### src/trm_pkg.sv
package trm_pkg;
    localparam logic [11:0] OFF_IN_OBSERVE  = 12'hEF8;
    localparam logic [11:0] OFF_OUT_DRIVE   = 12'hEFC;
    localparam logic [11:0] OFF_MODE_CTRL   = 12'hF00;
    localparam logic [11:0] OFF_CLAIM_SET   = 12'hFA0;
    localparam logic [11:0] OFF_CLAIM_CLR   = 12'hFA4;
    localparam logic [11:0] OFF_UNLOCK_KEY  = 12'hFB0;
    localparam logic [11:0] OFF_LOCK_STATUS = 12'hFB4;
    localparam logic [11:0] OFF_AUTH_STATUS = 12'hFB8;

    localparam logic [31:0] UNLOCK_KEY_VALUE = 32'hC5ACCE55;
    localparam int          INTEG_ENABLE_BIT = 0;
    localparam int          LOCK_PRESENT_BIT = 0;
    localparam int          LOCK_LOCKED_BIT  = 1;
    localparam int          LOCK_TYPE_BIT    = 2;
    localparam int          CLAIM_BITS       = 4;
    localparam logic [2:0]  HS_OUT_RESET     = 3'h0;
    localparam logic [3:0]  CLAIM_RESET      = 4'h0;
    // Two-bit field positions in the authentication status word
    localparam int          AUTH_NSI_POS     = 0;
    localparam int          AUTH_NSNI_POS    = 2;
    localparam int          AUTH_SI_POS      = 4;
    localparam int          AUTH_SNI_POS     = 6;
endpackage : trm_pkg

### src/trm_hs_mux.sv
`timescale 1ns/1ps
`default_nettype none
module trm_hs_mux (
    // Mode select
    input  wire logic       integ_mode,
    // Functional and test sources
    input  wire logic [2:0] func_out,
    input  wire logic [2:0] drive_bits,
    // Pins
    output logic      [2:0] pin_out
);
    // Test drive replaces functional drive only in integration mode
    assign pin_out = integ_mode ? drive_bits : func_out;
endmodule : trm_hs_mux
`default_nettype wire

### src/trm_regs.sv
// Design decision made here: the Wishbone register port.
`timescale 1ns/1ps
`default_nettype none
// Overview of operation
// - Reset leaves functional mode; enable bit 1 selects integration, 0 returns.
// - In integration mode, observe register bits 0-2 show live handshake inputs.
// - In integration mode, drive register bits 0-2 drive handshake outputs.
// - Writing 1 sets a claim bit; reading set register shows implemented bits.
// - Claim bits are storage only and affect nothing else.
// - Writing 1 clears a claim bit; reading clear register shows claim bits.
// - Key value unlocks writes; any other value written relocks.
// - While locked, control writes are ignored except the key; reads allowed.
// - Lock status bit 0 says lock exists; without it key writes ignored.
// - Lock status bit 1 shows locked state, 1 blocking control writes.
// - Lock status bit 2 shows key register width, 0 meaning 32 bits.
// - Lock gates control-register writes and the drive register writes alike.
// - Auth status two-bit fields report two debug levels implemented by default.
// - Fourth auth field reports secure non-invasive debug not implemented by default.
module trm_regs #(
    parameter bit         LOCK_PRESENT = 1'b1,
    parameter logic [1:0] NSI_IMPL     = 2'h1,
    parameter logic [1:0] NSNI_IMPL    = 2'h1,
    parameter logic [1:0] SI_IMPL      = 2'h0,
    parameter logic [1:0] SNI_IMPL     = 2'h0
) (
    // Clock and reset
    input  wire logic        CORE_CLK,
    input  wire logic        RST_N,
    // Wishbone slave
    input  wire logic        WB_CYC,
    input  wire logic        WB_STB,
    input  wire logic        WB_WE,
    input  wire logic [11:0] WB_ADR,
    input  wire logic [3:0]  WB_SEL,
    input  wire logic [31:0] WB_DAT_I,
    output logic      [31:0] WB_DAT_O,
    output logic             WB_ACK,
    // Handshake inputs
    input  wire logic        OUT_PORT0_READY_IN,
    input  wire logic        OUT_PORT1_READY_IN,
    input  wire logic        IN_PORT_VALID_IN,
    // Functional handshake outputs from the replication logic
    input  wire logic        FUNC_PORT0_VALID,
    input  wire logic        FUNC_PORT1_VALID,
    input  wire logic        FUNC_IN_READY,
    // Handshake outputs
    output logic             OUT_PORT0_VALID_OUT,
    output logic             OUT_PORT1_VALID_OUT,
    output logic             IN_PORT_READY_OUT,
    // Mode indication
    output logic             INTEG_MODE
);
    initial begin
        if (NSI_IMPL > 2'h1 || NSNI_IMPL > 2'h1 || SI_IMPL > 2'h1 ||
            SNI_IMPL > 2'h1) begin
            $error("trm_regs: debug level fields take 0 or 1");
        end
    end

    logic        integ_ff;
    logic [2:0]  drive_ff;
    logic [3:0]  claim_ff;
    logic        locked_ff;
    logic        ack_ff;
    logic [31:0] rdata_ff;
    logic [2:0]  pin_out;
    logic        req;
    logic        wr_take;
    logic        ctrl_wr_ok;
    logic        full_word;

    // One-cycle answer: ack in the cycle after the request is seen
    assign req       = WB_CYC && WB_STB && !ack_ff;
    assign wr_take   = req && WB_WE;
    assign full_word = (WB_SEL == 4'hF);
    assign ctrl_wr_ok = wr_take && !locked_ff;

    function automatic logic [31:0] zx3(input logic [2:0] v);
        zx3 = {29'h0, v};
    endfunction : zx3

    always_ff @(posedge CORE_CLK) begin
        if (!RST_N) begin
            ack_ff <= 1'b0;
        end else begin
            ack_ff <= req;
        end
    end

    always_ff @(posedge CORE_CLK) begin
        if (!RST_N) begin
            integ_ff <= 1'b0;
        end else if (ctrl_wr_ok && WB_SEL[0] &&
                     WB_ADR == trm_pkg::OFF_MODE_CTRL) begin
            integ_ff <= WB_DAT_I[trm_pkg::INTEG_ENABLE_BIT];
        end
    end

    // Drive bits keep their value whatever the mode
    always_ff @(posedge CORE_CLK) begin
        if (!RST_N) begin
            drive_ff <= trm_pkg::HS_OUT_RESET;
        end else if (ctrl_wr_ok && WB_SEL[0] &&
                     WB_ADR == trm_pkg::OFF_OUT_DRIVE) begin
            drive_ff <= WB_DAT_I[2:0];
        end
    end

    always_ff @(posedge CORE_CLK) begin
        if (!RST_N) begin
            claim_ff <= trm_pkg::CLAIM_RESET;
        end else if (ctrl_wr_ok && WB_SEL[0] &&
                     WB_ADR == trm_pkg::OFF_CLAIM_SET) begin
            claim_ff <= claim_ff | WB_DAT_I[3:0];
        end else if (ctrl_wr_ok && WB_SEL[0] &&
                     WB_ADR == trm_pkg::OFF_CLAIM_CLR) begin
            claim_ff <= claim_ff & ~WB_DAT_I[3:0];
        end
    end

    // Partial-lane key writes count as "other value" and relock
    always_ff @(posedge CORE_CLK) begin
        if (!RST_N) begin
            locked_ff <= LOCK_PRESENT;
        end else if (LOCK_PRESENT && wr_take &&
                     WB_ADR == trm_pkg::OFF_UNLOCK_KEY) begin
            locked_ff <= !(full_word &&
                           WB_DAT_I == trm_pkg::UNLOCK_KEY_VALUE);
        end
    end

    always_ff @(posedge CORE_CLK) begin
        if (!RST_N) begin
            rdata_ff <= 32'h0;
        end else if (req && !WB_WE) begin
            unique case (WB_ADR)
                trm_pkg::OFF_IN_OBSERVE:
                    rdata_ff <= integ_ff ? zx3({IN_PORT_VALID_IN,
                                OUT_PORT1_READY_IN,
                                OUT_PORT0_READY_IN}) : 32'h0;
                trm_pkg::OFF_OUT_DRIVE:
                    rdata_ff <= zx3(drive_ff);
                trm_pkg::OFF_MODE_CTRL:
                    rdata_ff <= {31'h0, integ_ff};
                trm_pkg::OFF_CLAIM_SET:
                    rdata_ff <= {28'h0, {trm_pkg::CLAIM_BITS{1'b1}}};
                trm_pkg::OFF_CLAIM_CLR:
                    rdata_ff <= {28'h0, claim_ff};
                trm_pkg::OFF_LOCK_STATUS: begin
                    rdata_ff <= 32'h0;
                    rdata_ff[trm_pkg::LOCK_PRESENT_BIT] <= LOCK_PRESENT;
                    rdata_ff[trm_pkg::LOCK_LOCKED_BIT]  <= locked_ff;
                    rdata_ff[trm_pkg::LOCK_TYPE_BIT]    <= 1'b0;
                end
                trm_pkg::OFF_AUTH_STATUS: begin
                    rdata_ff <= 32'h0;
                    rdata_ff[trm_pkg::AUTH_NSI_POS +: 2]  <= NSI_IMPL;
                    rdata_ff[trm_pkg::AUTH_NSNI_POS +: 2] <= NSNI_IMPL;
                    rdata_ff[trm_pkg::AUTH_SI_POS +: 2]   <= SI_IMPL;
                    rdata_ff[trm_pkg::AUTH_SNI_POS +: 2]  <= SNI_IMPL;
                end
                default:
                    rdata_ff <= 32'h0;
            endcase
        end
    end

    // Claim bits feed no logic beyond the read path
    trm_hs_mux u_mux (
        .integ_mode (integ_ff),
        .func_out   ({FUNC_IN_READY, FUNC_PORT1_VALID, FUNC_PORT0_VALID}),
        .drive_bits (drive_ff),
        .pin_out    (pin_out)
    );

    assign OUT_PORT0_VALID_OUT = pin_out[0];
    assign OUT_PORT1_VALID_OUT = pin_out[1];
    assign IN_PORT_READY_OUT   = pin_out[2];
    assign INTEG_MODE          = integ_ff;
    assign WB_ACK              = ack_ff;
    assign WB_DAT_O            = rdata_ff;

    a_ack_one_cycle: assert property (@(posedge CORE_CLK) disable iff (!RST_N)
        (WB_CYC && WB_STB && !WB_ACK) |=> WB_ACK)
        else $error("ack missing after request");
    a_reset_mode: assert property (@(posedge CORE_CLK)
        !RST_N |=> !INTEG_MODE)
        else $error("mode not functional after reset");
    a_drive_pins: assert property (@(posedge CORE_CLK) disable iff (!RST_N)
        INTEG_MODE |-> {IN_PORT_READY_OUT, OUT_PORT1_VALID_OUT,
                        OUT_PORT0_VALID_OUT} == drive_ff)
        else $error("test drive not on pins");
    a_func_pins: assert property (@(posedge CORE_CLK) disable iff (!RST_N)
        !INTEG_MODE |-> OUT_PORT0_VALID_OUT == FUNC_PORT0_VALID &&
                        OUT_PORT1_VALID_OUT == FUNC_PORT1_VALID &&
                        IN_PORT_READY_OUT == FUNC_IN_READY)
        else $error("functional drive not on pins");
    a_lock_blocks: assert property (@(posedge CORE_CLK) disable iff (!RST_N)
        (locked_ff && wr_take && WB_ADR != trm_pkg::OFF_UNLOCK_KEY) |=>
        $stable(integ_ff) && $stable(claim_ff) && $stable(drive_ff))
        else $error("write passed while locked");
    a_unlock_key: assert property (@(posedge CORE_CLK) disable iff (!RST_N)
        (LOCK_PRESENT && wr_take && WB_ADR == trm_pkg::OFF_UNLOCK_KEY)
        |=> locked_ff == !($past(full_word) &&
            $past(WB_DAT_I) == trm_pkg::UNLOCK_KEY_VALUE))
        else $error("key handling wrong");
    a_claim_set: assert property (@(posedge CORE_CLK) disable iff (!RST_N)
        (ctrl_wr_ok && WB_SEL[0] && WB_ADR == trm_pkg::OFF_CLAIM_SET)
        |=> claim_ff == ($past(claim_ff) | $past(WB_DAT_I[3:0])))
        else $error("claim set wrong");
    a_claim_clear: assert property (@(posedge CORE_CLK) disable iff (!RST_N)
        (ctrl_wr_ok && WB_SEL[0] && WB_ADR == trm_pkg::OFF_CLAIM_CLR)
        |=> claim_ff == ($past(claim_ff) & ~$past(WB_DAT_I[3:0])))
        else $error("claim clear wrong");
    a_lock_status: assert property (@(posedge CORE_CLK) disable iff (!RST_N)
        (req && !WB_WE && WB_ADR == trm_pkg::OFF_LOCK_STATUS) |=>
        WB_DAT_O[2:0] == {1'b0, locked_ff, LOCK_PRESENT})
        else $error("lock status read wrong");
    a_ack_drop: assert property (@(posedge CORE_CLK) disable iff (!RST_N)
        WB_ACK |=> !WB_ACK)
        else $error("ack held longer than one cycle");
    a_observe_live: assert property (@(posedge CORE_CLK) disable iff (!RST_N)
        (req && !WB_WE && integ_ff && WB_ADR == trm_pkg::OFF_IN_OBSERVE)
        |=> WB_DAT_O[2:0] == $past({IN_PORT_VALID_IN, OUT_PORT1_READY_IN,
                                    OUT_PORT0_READY_IN}))
        else $error("observe register not live");
    a_claim_impl: assert property (@(posedge CORE_CLK) disable iff (!RST_N)
        (req && !WB_WE && WB_ADR == trm_pkg::OFF_CLAIM_SET)
        |=> WB_DAT_O == 32'h0000000F)
        else $error("claim implemented bits wrong");
endmodule : trm_regs
`default_nettype wire

### config.mk
export PLATFORM = sky130hd
export DESIGN_NAME = trm_regs
export DESIGN_NICKNAME = d
export VERILOG_FILES = /design/src/trm_pkg.sv /design/src/trm_hs_mux.sv /design/src/trm_regs.sv
export SDC_FILE = /design/constraint.sdc
export NUM_CORES = 1
export LEC_CHECK = 0
export ABC_AREA = 1
export BUFFER_PORTS_ARGS = -buffer_cell sky130_fd_sc_hd__buf_4
export CAP_MARGIN = 20
export CORE_MARGIN = 1
export CORE_UTILIZATION = 43
export CTS_CLUSTER_SIZE = 30
export DETAILED_ROUTE_END_ITERATION = 8
export GPL_ROUTABILITY_DRIVEN = 1
export PLACE_DENSITY = 0.85
export SETUP_SLACK_MARGIN = 0.5
export SLEW_MARGIN = 20
export SYNTH_ARGS = -nofsm -noshare
export SYNTH_HDL_FRONTEND = slang
export SYNTH_SLANG_ARGS = --single-unit
### constraint.sdc
create_clock -name CORE_CLK -period 2 [get_ports CORE_CLK]
set_input_delay 0.6 -clock CORE_CLK [delete_from_list [all_inputs] [get_ports CORE_CLK]]
set_output_delay 0.6 -clock CORE_CLK [all_outputs]
set_load 0.05 [all_outputs]
==> results.md <==
- Outcome: finished clean
- Post-synthesis instance total: 214
- Via density: 4.85
- Power per cell area: 401 nW/um^2
- Kind of cell adding the most delay to the critical path: flip-flops
- Sequential-to-total area share from yosys stat: 22.0%
- Antenna Nets Post-Route: 0
- Fill cell count: 256
- Max-cap viol count: 0
- Crit end category: output pin
- Root Buffer: clkbuf_4
- Setup Viol. Count Final: 0
- Final period utilization: 80.9%
- RSZ-0062 raised after global routing: yes
- Setup Total Neg Slack: 0 ps
- Final #Nets: 350
- Worst hold path class: register to register
- Minimum clock period: 1620 ps
- Most frequent cells in the layout: buf_4 (69), nand2_1 (44), conb_1 (28), nor2_1 (25), inv_1 (23)
- CP peak stage delay: 380 ps
- Die Span X: 56.5 um
- Worst hold margin: 472 ps
- WS Path Type: register to output pin
- Crit path required time: 1400 ps
- Worst R2R Path Depth: 6
- CP most frequent cell: nand2_2
- Gr ovfl total: 0
- TritonCTS Sinks: 14
- Starting Density: 45.8%
- Fmax: 0.618 GHz
- Stages on the worst setup path: 4
- Antenna diodes: 0
- Final hold viol count: 0
- Register area: 284 um^2
- Distinct cell type count of the synthesized netlist: 23
- Worst path slowest cell: dfxtp_4
- Arr. time, crit path: 1020 ps
- Share of post-route cells with drive strength above 1: 35.9%
- CTS Buf Count: 3
- Synthesized flop and latch total: 14
- Placer Congestion: 0.850
- Row cnt: 19
- Worst path cell trace: inv_8, nand2_2, nand2_2, buf_8
- Number of global-route vias before repair: 1382
- Cells on Worst Hold Path: 2
- Die Ht: 56.5 um
- # IOs: 96
- Post-Route WL: 3.52 mm
- Warning count from the yosys run: 0
- Avg WL per Cell: 11.0 um
- Crit. Startpoint: INTEG_MODE$_SDFFE_PN0P_
- Residual DRC: 0
- Leak Pwr: 0.945 nW
- Multi-input gate area: 858 um^2
- CTS clk-pin slew, worst paths: 90 ps
- IO Port Bufs: 67
- CTS tree: yes
- Die area: 3190 um^2
- Core ar.: 2780 um^2
- Mean Syn Cell Area: 5.96 um^2
- Startpoint Class: register
- Worst Path Max Fanout: 5
- GRT Util Overall: 22.8%
- RR Startpoint: WB_ACK$_SDFF_PN0_
- Clk Latency, worst-skew pair: 290 ps
- Fin util: 68.5%
- Largest net degree at the start of global routing: 12
- Syn-to-layout area delta: 49.5%
- First-pass GRT wire length: 5.85 mm
- Critical path buffers and inverters: 2
- Clk buf depth: 2
- Via count of the routed design: 1558
- Initial DRC count: 66
- Final Slew Violations: 0
- H-tree levels: 1
- Commonest non-fill, non-tap cell in the layout: buf_4
- Mapped Area: 1270 um^2
- DP HPWL: 2.71 mm
- Final setup skew: 4.40 ps
- VDD IR max: 0.000355 V
- Antenna violations before repair: 0
- Pre-antenna DRT Iters: 4
- Hold buffer count at cts: 0
-- repair_timing --
action                                  in CTS  in global routing
pin swaps                                    1                  5
setup buffers                                2                  5
endpoints found under the setup margin       3                 17
resized for setup                           10                 19
-- routing by layer --
layer / part of all wire (%) / routed length (um) / up-vias / global-route usage (%)
met2: 51 / 1790 / 80 / 39.2
li1: - / - / 783 / -
met4: 1.1 / 37 / 0 / 7.67
met5: 0 / 0 / - / 0
met1: 40 / 1410 / 689 / 27.6
met3: 7.8 / 273 / 6 / 5.30
-- through the flow --
step / cells / power, W / instance area (um^2) / setup WS, ps
3_5_place_dp: 310 / 0.000574 / 1720 / 239
5_1_grt: 321 / 0.000798 / 1910 / 346
4_1_cts: 316 / 0.000743 / 1800 / 399
2_1_floorplan: 241 / 0.000507 / 1400 / 509
3_3_place_gp: 310 / 0.000571 / 1720 / 244
6_report: 321 / 0.000763 / 1910 / 382
-- cells in the mapped netlist --
cell,n,share of area [%]
nor3_2,1,0.79
buf_4,29,17
a21oi_1,9,3.5
a211oi_2,1,0.98
inv_2,2,0.59
conb_1,1,0.29
nand3_1,13,5.1
nor2_2,7,3.4
o21ai_0,4,1.6
dfxtp_1,14,22
nor3_1,3,1.2
nand3_2,1,0.79
clkinv_1,1,0.29
o21bai_1,1,0.59
o21a_1,1,0.59
nand4_1,16,7.9
nand2_1,51,15
nor3b_1,1,0.59
nor2_1,29,8.5
and2_1,1,0.49
nand3b_1,1,0.59
inv_1,25,7.4
o21ai_1,2,0.79
-- cell families (layout without fill, tap and decap cells) --
family          after synthesis  after routing  synth area share, %
flops                        14             14                 22.0
simple gates                124            124                 44.4
buf+inv                      57            106                 25.3
other cells                   1             28                0.294
compound gates               18             18                 8.05
-- worst paths after layout --
path                              endpoint  slack [ps]
hold reg to reg                   register         470
setup / recovery       OUT_PORT1_VALID_OUT         380
setup reg to reg  drive_ff[1]$_SDFFE_PN0P_         660
hold / removal                    register         470
-- tightest hold or removal path, cell delays in order (launching register included) --
cell,delay (ps)
dfxtp_1,320
nand2_1,60
a21oi_1,50
-- power breakdown --
part	leakage [nW]	switching, W	internal [W]
Combinational	0.816	0.000206	0.000105
Sequential	0.114	0.00000138	0.000279
Clock	0.0150	0.0000948	0.0000776
Total	0.945	0.000302	0.000462
-- cell type report --
cell class	count	area share [%]
clock buffers	4	1.38
inverters	28	5.91
multi-input cells	170	45.0
flip-flops and latches	14	14.9
well taps	31	2.04
repair buffers	74	30.7
No activity file was read; power rests on OpenSTA's default activity.
